--- config.mk ---
export PLATFORM = sky130hd
export DESIGN_NAME = cmbp_core
export DESIGN_NICKNAME = d
export VERILOG_FILES = /design/src/logic/cmbp_pkg.sv /design/src/logic/cmbp_core.sv
export SDC_FILE = /design/constraint.sdc
export NUM_CORES = 1
export LEC_CHECK = 0
export ABC_CLOCK_PERIOD_IN_PS = 6600
export BUFFER_PORTS_ARGS = -buffer_cell sky130_fd_sc_hd__buf_2
export CAP_MARGIN = 0
export CORE_MARGIN = 1.5
export CORE_UTILIZATION = 30
export CTS_CLUSTER_SIZE = 16
export DETAILED_ROUTE_END_ITERATION = 16
export MAX_ROUTING_LAYER = met4
export PLACE_DENSITY_LB_ADDON = 0.15
export RECOVER_POWER = 50
export SLEW_MARGIN = 20
export SYNTH_ARGS = -nofsm -noshare
export SYNTH_HDL_FRONTEND = slang
export SYNTH_SLANG_ARGS = --single-unit
--- constraint.sdc ---
create_clock -name ref_clk -period 6.6 [get_ports ref_clk]
set_clock_uncertainty 0.1 [all_clocks]
set_input_delay 0.33 -clock ref_clk [delete_from_list [all_inputs] [get_ports ref_clk]]
set_output_delay 0.33 -clock ref_clk [all_outputs]
set_load 0.05 [all_outputs]
--- src/logic/cmbp_pkg.sv ---
// Constants, types and layouts for the memory bus pin control block
// Operation
// - Drive 32-bit address under latch/enable/pipe control
// - Tristate low floats address and attribute outputs
// - Latch input low holds address and attributes
// - Pipe select chooses pipelined or depipelined timing
// - Pipelined: address early, released before cycle end
// - Depipelined: address and attributes stable whole cycle
// - Endian select high big, low little
// - Falling clock captures lanes with capture high
// - Split low: bidir bus, write bus zero
// - Split high: unidirectional buses, bidir ignored
// - Bidir bus driven except during read cycles
// - Drive enable low floats bidir, suppresses writes
package cmbp_pkg;
   localparam int unsigned DW = 32;
   // Register byte offsets
   localparam logic [7:0] OFF_ADDR   = 8'h00;
   localparam logic [7:0] OFF_ATTR   = 8'h04;
   localparam logic [7:0] OFF_WDATA  = 8'h08;
   localparam logic [7:0] OFF_CTRL   = 8'h0C;
   localparam logic [7:0] OFF_STATUS = 8'h10;
   localparam logic [7:0] OFF_RDATA  = 8'h14;
   // Field positions
   localparam int unsigned ATTR_SIZE_LSB  = 0;
   localparam int unsigned ATTR_WNR_BIT   = 2;
   localparam int unsigned ATTR_FETCH_BIT = 3;
   localparam int unsigned ATTR_PRIV_BIT  = 4;
   localparam int unsigned ATTR_LOCK_BIT  = 5;
   localparam int unsigned CTRL_START_BIT = 0;
   localparam int unsigned ST_BUSY_BIT    = 0;
   localparam int unsigned ST_ABORT_BIT   = 1;
   localparam int unsigned ST_ENDIAN_SELECT_BIT  = 2;
   localparam int unsigned ST_SPLIT_BIT   = 3;
   localparam int unsigned ST_PIPE_BIT    = 4;
   // Access size codes
   localparam logic [1:0] SIZE_BYTE = 2'h0;
   localparam logic [1:0] SIZE_HALF = 2'h1;
   localparam logic [1:0] SIZE_WORD = 2'h2;
   // Values after reset
   localparam logic [31:0] RST_WORD = 32'h0000_0000;
   localparam logic [5:0]  RST_ATTR = 6'h00;
   // Main clock half period; input syncs eat two ref cycles of it
   localparam int unsigned REF_CLK_NS    = 10;
   localparam int unsigned MCLK_HALF_NS  = 40;
   localparam int unsigned MCLK_HALF_CYC = MCLK_HALF_NS / REF_CLK_NS;
   // Access sequencer states
   typedef enum logic [3:0] {
      ST_IDLE  = 4'h1,
      ST_EARLY = 4'h2,
      ST_ALIGN = 4'h4,
      ST_CYCLE = 4'h8
   } cmbp_state_t;
   // Pins driven by the memory side
   typedef struct packed {
      logic        addr_tristate_enable;
      logic        addr_latch_enable;
      logic        addr_pipe_select;
      logic        endian_select;
      logic [3:0]  byte_lane_capture;
      logic        bus_split_select;
      logic        data_drive_enable;
      logic        mem_abort;
      logic [31:0] bidir_data_in;
      logic [31:0] read_bus;
   } cmbp_pin_in_t;
   // Address and attribute pins
   typedef struct packed {
      logic [31:0] addr;
      logic        lock;
      logic [1:0]  access_size;
      logic        write_not_read;
      logic        instr_fetch_flag;
      logic        privilege_flag;
   } cmbp_addr_pins_t;
endpackage
--- src/logic/cmbp_core.sv ---
// Memory bus pin control: register access, sequencing and pin drive
//
// Chosen here: the Wishbone register port and the register addresses.
`timescale 1ns/100ps
module cmbp_core #(
   parameter int unsigned MCLK_HALF = cmbp_pkg::MCLK_HALF_CYC
) (
   // Clock and reset
   input  wire logic                      ref_clk,
   input  wire logic                      resetn,
   // Wishbone slave
   input  wire logic                      wb_cyc_i,
   input  wire logic                      wb_stb_i,
   input  wire logic                      wb_we_i,
   input  wire logic [7:0]                wb_adr_i,
   input  wire logic [3:0]                wb_sel_i,
   input  wire logic [31:0]               wb_dat_i,
   output logic      [31:0]               wb_dat_o,
   output logic                           wb_ack_o,
   // Memory side pins in
   input  wire cmbp_pkg::cmbp_pin_in_t    pin_i,
   // Main clock and address pins out
   output logic                           mclk_o,
   output cmbp_pkg::cmbp_addr_pins_t      addr_pins_o,
   output logic                           addr_oe_n_o,
   // Data pins out
   output logic      [31:0]               bidir_data_o,
   output logic                           bidir_oe_n_o,
   output logic      [31:0]               write_bus_o
);

   ////////////////////////////////////////////////////////////////////////
   // Elaboration check: eight-bit divider; the two input syncs eat two
   // cycles of each half period, so read data needs at least three
   if (MCLK_HALF < 3 || MCLK_HALF > 255) begin : g_bad_half
      $error("MCLK_HALF must lie between 3 and 255");
   end

   // Write merge under byte enables
   function automatic logic [31:0] merge(input logic [31:0] old_v,
                                         input logic [31:0] new_v,
                                         input logic [3:0]  sel);
      logic [31:0] r;
      r = old_v;
      for (int i = 0; i < 4; i++) begin
         if (sel[i]) begin
            r[i*8 +: 8] = new_v[i*8 +: 8];
         end
      end
      return r;
   endfunction

   // First byte lane of an access for size, address and endianness
   function automatic logic [1:0] lane_of(input logic [1:0] a,
                                          input logic [1:0] size,
                                          input logic       big);
      logic [1:0] r;
      r = 2'h0;
      if (size == cmbp_pkg::SIZE_BYTE) begin
         r = big ? ~a : a;
      end else if (size == cmbp_pkg::SIZE_HALF) begin
         r = {(big ? ~a[1] : a[1]), 1'b0};
      end
      return r;
   endfunction

   ////////////////////////////////////////////////////////////////////////
   // Declarations
   cmbp_pkg::cmbp_pin_in_t    sync1_q;
   cmbp_pkg::cmbp_pin_in_t    pin_s;
   cmbp_pkg::cmbp_state_t     state_q;
   cmbp_pkg::cmbp_state_t     state_d;
   cmbp_pkg::cmbp_addr_pins_t pins_q;
   cmbp_pkg::cmbp_addr_pins_t pins_d;
   cmbp_pkg::cmbp_addr_pins_t req_pins_w;
   logic [7:0]  div_q;
   logic        mclk_q;
   logic        tick_w;
   logic        rise_w;
   logic        fall_w;
   logic [31:0] addr_q;
   logic [5:0]  attr_q;
   logic [31:0] wdata_q;
   logic [31:0] rdata_q;
   logic [31:0] lat_q;
   logic [31:0] lat_d;
   logic        abort_q;
   logic        pipe_q;
   logic        ack_q;
   logic [31:0] dat_q;
   logic        oe_n_q;
   logic        d_oe_n_q;
   logic [31:0] d_out_q;
   logic [31:0] wbus_q;
   logic        req_w;
   logic        wr_w;
   logic        hit_addr;
   logic        hit_attr;
   logic        hit_wdata;
   logic        hit_ctrl;
   logic        hit_status;
   logic        hit_rdata;
   logic        busy_w;
   logic        start_w;
   logic        abort_clr_w;
   logic        load_w;
   logic        release_w;
   logic        rd_cyc_w;
   logic        drive_w;
   logic [1:0]  lane_w;
   logic [4:0]  shift_w;
   logic [31:0] placed_w;
   logic [31:0] picked_w;
   logic [31:0] extract_w;
   logic [31:0] src_w;
   logic [31:0] status_w;
   logic [31:0] rd_mux_w;

   ////////////////////////////////////////////////////////////////////////
   // Two-flop synchronisers on every pin input
   always_ff @(posedge ref_clk or negedge resetn) begin
      if (!resetn) begin
         sync1_q <= '0;
         pin_s   <= '0;
      end else begin
         sync1_q <= pin_i;
         pin_s   <= sync1_q;
      end
   end

   ////////////////////////////////////////////////////////////////////////
   // Main clock divider; edges are one-cycle enables, not a second clock
   assign tick_w = (div_q == 8'(MCLK_HALF - 1));
   assign rise_w = tick_w & ~mclk_q;
   assign fall_w = tick_w & mclk_q;

   always_ff @(posedge ref_clk or negedge resetn) begin
      if (!resetn) begin
         div_q  <= 8'h00;
         mclk_q <= 1'b0;
      end else begin
         div_q  <= tick_w ? 8'h00 : div_q + 8'h01;
         mclk_q <= mclk_q ^ tick_w;
      end
   end

   ////////////////////////////////////////////////////////////////////////
   // Wishbone decode; a request is served once, ack one cycle later
   assign req_w      = wb_cyc_i & wb_stb_i & ~ack_q;
   assign wr_w       = req_w & wb_we_i;
   assign hit_addr   = (wb_adr_i == cmbp_pkg::OFF_ADDR);
   assign hit_attr   = (wb_adr_i == cmbp_pkg::OFF_ATTR);
   assign hit_wdata  = (wb_adr_i == cmbp_pkg::OFF_WDATA);
   assign hit_ctrl   = (wb_adr_i == cmbp_pkg::OFF_CTRL);
   assign hit_status = (wb_adr_i == cmbp_pkg::OFF_STATUS);
   assign hit_rdata  = (wb_adr_i == cmbp_pkg::OFF_RDATA);
   assign busy_w     = (state_q != cmbp_pkg::ST_IDLE);
   assign start_w    = wr_w & hit_ctrl & wb_sel_i[0] & ~busy_w
                     & wb_dat_i[cmbp_pkg::CTRL_START_BIT];
   assign abort_clr_w = wr_w & hit_status & wb_sel_i[0]
                      & wb_dat_i[cmbp_pkg::ST_ABORT_BIT];

   // Status word: live sequencer state and synchronised straps
   assign status_w = {27'h0,
                      pipe_q,
                      pin_s.bus_split_select,
                      pin_s.endian_select,
                      abort_q,
                      busy_w};

   // Read mux; unmapped offsets answer with zero
   assign rd_mux_w = hit_addr   ? addr_q :
                     hit_attr   ? {26'h0, attr_q} :
                     hit_wdata  ? wdata_q :
                     hit_status ? status_w :
                     hit_rdata  ? rdata_q : 32'h0000_0000;

   // Ack and read data; request fields are frozen while busy
   always_ff @(posedge ref_clk or negedge resetn) begin
      if (!resetn) begin
         ack_q <= 1'b0;
         dat_q <= cmbp_pkg::RST_WORD;
      end else begin
         ack_q <= req_w;
         dat_q <= req_w ? rd_mux_w : dat_q;
      end
   end

   // Request registers, written only while no access is running
   always_ff @(posedge ref_clk or negedge resetn) begin
      if (!resetn) begin
         addr_q  <= cmbp_pkg::RST_WORD;
         attr_q  <= cmbp_pkg::RST_ATTR;
         wdata_q <= cmbp_pkg::RST_WORD;
      end else if (wr_w && !busy_w) begin
         if (hit_addr) begin
            addr_q <= merge(addr_q, wb_dat_i, wb_sel_i);
         end
         if (hit_attr && wb_sel_i[0]) begin
            attr_q <= wb_dat_i[5:0];
         end
         if (hit_wdata) begin
            wdata_q <= merge(wdata_q, wb_dat_i, wb_sel_i);
         end
      end
   end

   ////////////////////////////////////////////////////////////////////////
   // Access sequencer: a memory cycle runs from one main clock rise
   // to the next, with capture at the fall between them
   always_comb begin
      state_d = state_q;
      case (state_q)
         cmbp_pkg::ST_IDLE: begin
            if (start_w) begin
               state_d = pin_s.addr_pipe_select ? cmbp_pkg::ST_EARLY
                                                : cmbp_pkg::ST_ALIGN;
            end
         end
         cmbp_pkg::ST_EARLY: begin
            if (rise_w) begin
               state_d = cmbp_pkg::ST_CYCLE;
            end
         end
         cmbp_pkg::ST_ALIGN: begin
            if (rise_w) begin
               state_d = cmbp_pkg::ST_CYCLE;
            end
         end
         cmbp_pkg::ST_CYCLE: begin
            if (rise_w) begin
               state_d = cmbp_pkg::ST_IDLE;
            end
         end
         default: state_d = cmbp_pkg::ST_IDLE;
      endcase
   end

   // Mode is caught at start so a strap change cannot split an access
   always_ff @(posedge ref_clk or negedge resetn) begin
      if (!resetn) begin
         state_q <= cmbp_pkg::ST_IDLE;
         pipe_q  <= 1'b0;
      end else begin
         state_q <= state_d;
         pipe_q  <= start_w ? pin_s.addr_pipe_select : pipe_q;
      end
   end

   ////////////////////////////////////////////////////////////////////////
   // Address and attribute pins
   assign req_pins_w = '{addr:             addr_q,
                         lock:             attr_q[cmbp_pkg::ATTR_LOCK_BIT],
                         access_size:      attr_q[cmbp_pkg::ATTR_SIZE_LSB +: 2],
                         write_not_read:   attr_q[cmbp_pkg::ATTR_WNR_BIT],
                         instr_fetch_flag: attr_q[cmbp_pkg::ATTR_FETCH_BIT],
                         privilege_flag:   attr_q[cmbp_pkg::ATTR_PRIV_BIT]};

   // Pipelined loads at start, ahead of the cycle; depipelined at its rise
   assign load_w = (start_w & pin_s.addr_pipe_select)
                 | ((state_q == cmbp_pkg::ST_ALIGN) & rise_w);
   // Pipelined drops the address once data is taken mid-cycle
   assign release_w = (state_q == cmbp_pkg::ST_CYCLE) & fall_w & pipe_q;

   // A low latch input freezes the pins at their present values
   always_comb begin
      pins_d = pins_q;
      if (pin_s.addr_latch_enable) begin
         if (load_w) begin
            pins_d = req_pins_w;
         end else if (release_w) begin
            pins_d = '0;
         end
      end
   end

   // Address enable low floats address and attributes together
   always_ff @(posedge ref_clk or negedge resetn) begin
      if (!resetn) begin
         pins_q <= '0;
         oe_n_q <= 1'b1;
      end else begin
         pins_q <= pins_d;
         oe_n_q <= ~pin_s.addr_tristate_enable;
      end
   end

   ////////////////////////////////////////////////////////////////////////
   // Data lane placement for writes
   assign lane_w   = lane_of(addr_q[1:0],
                             attr_q[cmbp_pkg::ATTR_SIZE_LSB +: 2],
                             pin_s.endian_select);
   assign shift_w  = {lane_w, 3'b000};
   assign placed_w = wdata_q << shift_w;
   assign rd_cyc_w = (state_q == cmbp_pkg::ST_CYCLE)
                   & ~attr_q[cmbp_pkg::ATTR_WNR_BIT];
   // Driven in all but read cycles, and only with drive enable high
   assign drive_w  = pin_s.data_drive_enable & ~rd_cyc_w;

   always_ff @(posedge ref_clk or negedge resetn) begin
      if (!resetn) begin
         d_oe_n_q <= 1'b1;
         d_out_q  <= cmbp_pkg::RST_WORD;
         wbus_q   <= cmbp_pkg::RST_WORD;
      end else begin
         d_oe_n_q <= ~drive_w;
         d_out_q  <= placed_w;
         // Write bus carries data only when split and enabled
         wbus_q   <= (pin_s.bus_split_select && pin_s.data_drive_enable)
                   ? placed_w : 32'h0000_0000;
      end
   end

   ////////////////////////////////////////////////////////////////////////
   // Read capture; the unused bus is never looked at
   assign src_w = pin_s.bus_split_select ? pin_s.read_bus
                                         : pin_s.bidir_data_in;

   // Each lane latches at the fall only while its capture input is high
   for (genvar g = 0; g < 4; g++) begin : g_lane
      assign lat_d[g*8 +: 8] = (fall_w && pin_s.byte_lane_capture[g])
                             ? src_w[g*8 +: 8] : lat_q[g*8 +: 8];
   end

   // Sub-word reads come back right-aligned and zero-extended
   assign picked_w  = lat_q >> shift_w;
   assign extract_w =
      (attr_q[cmbp_pkg::ATTR_SIZE_LSB +: 2] == cmbp_pkg::SIZE_BYTE)
         ? {24'h0, picked_w[7:0]} :
      (attr_q[cmbp_pkg::ATTR_SIZE_LSB +: 2] == cmbp_pkg::SIZE_HALF)
         ? {16'h0, picked_w[15:0]} : picked_w;

   always_ff @(posedge ref_clk or negedge resetn) begin
      if (!resetn) begin
         lat_q   <= cmbp_pkg::RST_WORD;
         rdata_q <= cmbp_pkg::RST_WORD;
      end else begin
         lat_q   <= lat_d;
         if (rd_cyc_w && rise_w) begin
            rdata_q <= extract_w;
         end
      end
   end

   // Abort is sampled at the capture edge; a new abort beats the clear
   always_ff @(posedge ref_clk or negedge resetn) begin
      if (!resetn) begin
         abort_q <= 1'b0;
      end else if ((state_q == cmbp_pkg::ST_CYCLE) && fall_w
                   && pin_s.mem_abort) begin
         abort_q <= 1'b1;
      end else if (abort_clr_w) begin
         abort_q <= 1'b0;
      end
   end

   ////////////////////////////////////////////////////////////////////////
   // Outputs, all from flops
   assign wb_dat_o     = dat_q;
   assign wb_ack_o     = ack_q;
   assign mclk_o       = mclk_q;
   assign addr_pins_o  = pins_q;
   assign addr_oe_n_o  = oe_n_q;
   assign bidir_data_o = d_out_q;
   assign bidir_oe_n_o = d_oe_n_q;
   assign write_bus_o  = wbus_q;

endmodule // cmbp_core

==> flow_summary.json, run 1 <==
{
  "drive_gt1_share_pct": 24.2,
  "via_count": 11400,
  "post-place-ws_ns": 3.51,
  "ir_worst_vdd_mv": 0.183,
  "start_kind": "flop",
  "cp_num_buf_inv": 0,
  "crit_type": "flop to flop",
  "min_period_over_period_pct": 46.9,
  "crit_chain": "nor2_1 -> nand2_2 -> mux4_2 -> mux2_2",
  "violations": "max-capacitance violations, max-slew violations",
  "startpoint": "attr_q[0]",
  "dp_hpwl_um": 35500,
  "crit_arrival_ns": 3.46,
  "hp-class": "input pin to flop",
  "timing.fmax_mhz": 323,
  "first_pass_iters": 5,
  "final_area_um2": 21100,
  "reg2reg_from": "attr_q[0]",
  "grt_use_total_pct": 18.8,
  "clock_sinks": 436,
  "cellLeakagePower_nw": 9.79,
  "ys_seq_area_share_pct": 66.4,
  "start_util_pct": 30.4,
  "r2r_cells": 4,
  "syn_area_um2": 16400,
  "post_cts_buffers": 0,
  "fp-row-count": 85,
  "cts_tree": "done",
  "ant_nets": 0,
  "hold_violations": 0,
  "finalSetupViolCount": 0,
  "max-slew-margin-rel_pct": -51.6,
  "slew_viol_final": 34,
  "vias_per_cell": 4.87,
  "die_y_um": 237,
  "critical_path.endpoint": "rdata_q[1]",
  "layout.nets": 1740,
  "cts_htree_levels": 2,
  "critPathMaxStageDelay_ns": 0.82,
  "syn_nets": 1386,
  "yosysWarningCount": 0,
  "clkTransAtPathRegs_ns": 0.07,
  "coreArea_um2": 54000,
  "ys_types": 65,
  "grt_max_degree": 143,
  "numCtsBuffers": 48,
  "syn_inst": 1259,
  "worstHoldPathCells": 4,
  "port_buffers": 261,
  "status": "finished, violations left",
  "cts_root_buffer": "clkbuf_16",
  "yosys_most_used_dff": "dfrtp_1",
  "cp.required_ns": 6.97,
  "cts_buffer_depth": 3,
  "area_delta_synth_final_pct": 28.6,
  "drc": 0,
  "ioPinCount": 262,
  "end_kind": "flop",
  "pwr_density_cell_nw_per_um2": 292,
  "critPathSlowestCell": "nor2_1",
  "syn_avg_cell_area_um2": 13.1,
  "die-area_um2": 56200,
  "place_inst": 2150,
  "antenna_found_initial": 1,
  "r2r_slack_ns": 3.50,
  "fp.dieW_um": 237,
  "crit_cells": 4,
  "grt_pass1_wl_um": 76500,
  "r2r-end": "rdata_q[1]",
  "placed_area_um2": 18400,
  "drtIter0Drc": 784,
  "post-route-min-period_ns": 3.10,
  "synth_edf_count": 0,
  "ys_ff_latch": 436,
  "fin_ws_ns": 3.50,
  "maxCapViolations": 1,
  "wl_per_cell_um": 21.7,
  "diodes": 0,
  "crit_fanout": 27,
  "rsz0062_at_grt": "no",
  "fin_cells": 2344,
  "finalWeightedCongestion": 0.846,
  "clk_latency_ns": 0.58,
  "grt_overflow": 0,
  "async_reset_ff_share_pct": 100,
  "wirelength_um": 50900,
  "tightest_slew_ns": 2.27,
  "fin_setup_tns_ns": 0,
  "critical_path.top_delay_family": "simple AND/OR/NAND/NOR gates",
  "grt_pass1_vias": 11700
}
[layout by cell type (no fill, tap or decap), drive strengths merged, types with 13 or more instances in the layout]
cell / Yosys / layout
dfrtp: 433 / 433
buf: 24 / 188
clkbuf: 56 / 152
a21oi: 110 / 110
dlygate4sd3: 0 / 108
nor2: 92 / 92
mux2: 79 / 79
nand3: 76 / 76
nand2: 59 / 59
o21ai: 53 / 53
mux2i: 40 / 40
a22o: 39 / 39
a221o: 25 / 25
mux4: 16 / 16
a21o: 16 / 16
nor3: 16 / 16
nor2b: 14 / 14
and3: 13 / 13
[synth_stat cells (4+ instances only)]
cell | n | area share [%]
buf_1 | 5 | 0.11
mux2i_1 | 40 | 2.4
nor4_1 | 5 | 0.19
mux2_2 | 78 | 5.3
and3_1 | 13 | 0.49
nor2b_1 | 14 | 0.53
nor2_1 | 91 | 2.1
inv_1 | 9 | 0.21
nand2_1 | 55 | 1.3
nand3_2 | 4 | 0.24
a22o_1 | 39 | 2.1
o221a_2 | 8 | 0.55
nor3_1 | 15 | 0.46
a221o_1 | 25 | 1.5
buf_2 | 16 | 0.49
o21ai_0 | 52 | 1.6
nor4b_1 | 5 | 0.27
nand2b_1 | 5 | 0.19
dfrtp_1 | 433 | 66
clkbuf_1 | 56 | 1.3
xnor2_1 | 7 | 0.37
a21oi_1 | 110 | 3.3
nand3_1 | 72 | 2.2
a21o_1 | 16 | 0.73
mux4_2 | 16 | 2.2
nand2_2 | 4 | 0.15
and2_1 | 4 | 0.15
[state kept, by name, indices dropped and copies added (netlist names), 4 cells and up]
name,count
rdata_q,32
wdata_q,32
bidir_data_o,32
lat_q,32
div_q,8
pin_s,75
write_bus_o,32
sync1_q,75
wb_dat_o,32
attr_q,6
state_q,4
addr_q,32
addr_pins_o,38
[logic make-up after synthesis]
| group | after synthesis | share of synthesized area [%] |
|---|---|---|
| flops | 436 | 66.4 |
| simple gates | 313 | 9.58 |
| compound gates | 271 | 10.8 |
| mux | 135 | 10.0 |
| buf+inv | 91 | 2.34 |
| xor+xnor | 10 | 0.579 |
| fa+ha+maj | 3 | 0.228 |
[stage by stage]
step | util [%] | total power, mW | hold WS (ns)
global route | 39.1 | 6.42 | 0.112
floorplan | - | 3.08 | -0.0656
finish | 39.1 | 6.17 | 0.104
detailed placement | 34.1 | 3.31 | 0.235
CTS | 39.3 | 6.27 | 0.0667
global placement | 34.1 | 3.31 | 0.232
[worst min-delay path: cells and delay by family]
kind / cells / cell delay, ns
AND/OR/NAND/NOR: 3 / 0.25
buffers and inverters: 1 / 0.16
[layout make-up]
class                      count  area [um2]
clock buffer                  64        1370
clock inverter                21         330
fill                        5255       32900
inverter                      11        41.3
multi-input combinational    732        5170
sequential                   436       10900
tap                          696         871
timing repair buffer         384        2430
[where the power goes]
group | switching, mW | internal (mW) | total, mW
clock network | 1.10 | 1.77 | 2.87
logic | 0.306 | 0.155 | 0.461
registers | 0.0697 | 2.77 | 2.84
total | 1.47 | 4.70 | 6.17
[metal layers]
layer / vias up / track usage [%] / wire length (um)
li1: 5196 / - / -
met1: 5736 / 24.4 / 22000
met2: 393 / 29.6 / 24200
met3: 90 / 3.12 / 2960
met4: 0 / 6.97 / 1720
met5: - / - / 0
[worst min path at each step]
| stage | slack (ns) | end | startpoint |
|---|---|---|---|
| 2_1_floorplan | -0.07 | abort_q | resetn |
| 3_3_place_gp | 0.23 | pin_s[40] | sync1_q[40] |
| 3_5_place_dp | 0.23 | pin_s[0] | sync1_q[0] |
| 4_1_cts | 0.07 | state_q[1] | wb_adr_i[1] |
| 5_1_grt | 0.11 | wb_dat_o[5] | wb_adr_i[6] |
| 6_report | 0.10 | state_q[1] | wb_adr_i[1] |
[repair_timing]
item | CTS | global route
resized for setup | 0 | 0
hold endpoints to repair | 264 | 0
hold buffers | 108 | 0
setup endpoints to repair | 0 | 0
(Power assumes the default switching activity.)
==> run 2, diff against run 1 <==
--- a/config.mk
+++ b/config.mk
@@ -5,7 +5,7 @@
 export SDC_FILE = /design/constraint.sdc
 export NUM_CORES = 1
 export LEC_CHECK = 0
-export ABC_CLOCK_PERIOD_IN_PS = 6600
+export ABC_CLOCK_PERIOD_IN_PS = 3000
 export BUFFER_PORTS_ARGS = -buffer_cell sky130_fd_sc_hd__buf_2
 export CAP_MARGIN = 0
 export CORE_MARGIN = 1.5
==> constraint.sdc (replaced) <==
create_clock -name ref_clk -period 3 [get_ports ref_clk]
set_clock_uncertainty 0.1 [all_clocks]
set_input_delay 0.15 -clock ref_clk [delete_from_list [all_inputs] [get_ports ref_clk]]
set_output_delay 0.15 -clock ref_clk [all_outputs]
set_load 0.05 [all_outputs]
==> flow_summary.json, run 2 (synthesis results as in run 1) <==
{
  "status": "finished, violations left",
  "violations": "max-capacitance violations, max-slew violations",
  "post-place-ws_ns": 0.484,
  "ioPinCount": 262,
  "grt_pass1_wl_um": 77700,
  "area_delta_synth_final_pct": 31.6,
  "clock_sinks": 436,
  "wl_per_cell_um": 21.5,
  "worstHoldPathCells": 2,
  "layout.nets": 1782,
  "ir_worst_vdd_mv": 0.401,
  "cts_tree": "done",
  "first_pass_iters": 5,
  "grt_use_total_pct": 19.1,
  "timing.fmax_mhz": 351,
  "fin_setup_tns_ns": 0,
  "place_inst": 2175,
  "r2r_cells": 5,
  "crit_type": "flop to flop",
  "hp-class": "input pin to flop",
  "finalSetupViolCount": 0,
  "numCtsBuffers": 49,
  "grt_max_degree": 114,
  "grt_overflow": 0,
  "cts_htree_levels": 2,
  "drc": 0,
  "vias_per_cell": 4.91,
  "via_count": 11700,
  "pwr_density_cell_nw_per_um2": 630,
  "clk_latency_ns": 0.59,
  "ant_nets": 0,
  "max-slew-margin-rel_pct": -25.2,
  "die-area_um2": 56200,
  "slew_viol_final": 63,
  "crit_arrival_ns": 3.22,
  "start_util_pct": 30.4,
  "tightest_slew_ns": 1.88,
  "wirelength_um": 51300,
  "start_kind": "flop",
  "min_period_over_period_pct": 95.0,
  "finalWeightedCongestion": 0.891,
  "layout_common_cells": "dfrtp_1 (432), buf_2 (255), dlygate4sd3_1 (123)",
  "fin_cells": 2390,
  "fp.dieW_um": 237,
  "fp-row-count": 85,
  "crit_fanout": 8,
  "antenna_found_initial": 1,
  "die_y_um": 237,
  "coreArea_um2": 54000,
  "drive_gt1_share_pct": 29.9,
  "cellLeakagePower_nw": 10.4,
  "cts_buffer_depth": 3,
  "port_buffers": 261,
  "hold_violations": 0,
  "layout_commonest_cell": "dfrtp_1",
  "maxCapViolations": 1,
  "fin_ws_ns": 0.151,
  "cp.required_ns": 3.37,
  "clkTransAtPathRegs_ns": 0.06,
  "cts_root_buffer": "clkbuf_16",
  "drtIter0Drc": 818,
  "rsz0062_at_grt": "no",
  "post-route-min-period_ns": 2.85,
  "end_kind": "flop",
  "dp_hpwl_um": 36800,
  "fillerInstances": 5197,
  "grt_pass1_vias": 11800
}
run 2: cell count changes in the layout (fill, tap and decap cells not counted), moves of 4 or more:
cell,previous run,this run
buf_2,173,255
clkbuf_1,94,14
buf_4,12,32
dlygate4sd3_1,108,123
buf_12,2,7
clkinv_4,4,0
run 2: layout make-up:
class                           count  area [um2]  share of cell area [%]
Sequential cell                   436       10900                    50.4
Multi-Input combinational cell    732        5160                    23.8
Timing Repair Buffer              425        2920                    13.5
Clock buffer                       69        1430                    6.63
Tap cell                          696         871                    4.02
Clock inverter                     20         294                    1.36
Inverter                           11        41.3                   0.191
Antenna cell                        1        2.50                  0.0116
run 2: layer usage:
layer | global-route usage (%) | vias up | share of wire, % | wire (um)
met3 | 3.37 | 90 | 5.4 | 2780
li1 | - | 5312 | - | -
met4 | 6.29 | 0 | 3.2 | 1670
met2 | 30.1 | 412 | 48 | 24500
met1 | 24.9 | 5915 | 43 | 22300
met5 | - | - | 0 | 0
run 2: what timing repair did:
item | 4_1_cts | 5_1_grt
resized for setup | 0 | 0
hold buffers | 123 | 0
hold endpoints to repair | 397 | 0
endpoints found under the setup margin | 0 | 2
buffers inserted | 0 | 2
run 2: final timing paths:
path	endpoint	slack (ns)	start
setup / recovery	addr_q[29]	0.15	state_q[0]
hold / removal	sync1_q[29]	0.09	pin_i[29]
setup reg to reg	addr_q[29]	0.15	state_q[0]
hold reg to reg	pin_s[19]	0.24	sync1_q[19]
max in group asynchronous	wb_dat_o[12]	0.54	resetn
min in group asynchronous	pin_s[74]	0.53	resetn
run 2: power breakdown:
part           switching [mW]  internal [mW]  total, mW
sequential              0.156           6.09       6.25
combinational           0.668          0.366       1.03
clock                    2.43           3.93       6.36
run 2: worst max-delay path: stages, from the launching register on:
cell           delay, ns
dfstp_2             0.58
or4b_1              0.59
nor2_4              0.29
nand3_2             0.27
mux2_2              0.35
dlygate4sd3_1       0.55
run 2: through the flow:
| stage | total power [mW] | util [%] | hold WS, ns | area, um2 |
|---|---|---|---|---|
| floorplan | 6.78 | - | -0.246 | 16400 |
| global placement | 7.28 | 34.6 | 0.0664 | 18700 |
| detailed placement | 7.29 | 34.6 | 0.0721 | 18700 |
| CTS | 13.9 | 40.1 | 0.0263 | 21600 |
| global route | 14.2 | 40.1 | 0.0640 | 21600 |
| finish | 13.6 | 40.1 | 0.0948 | 21600 |
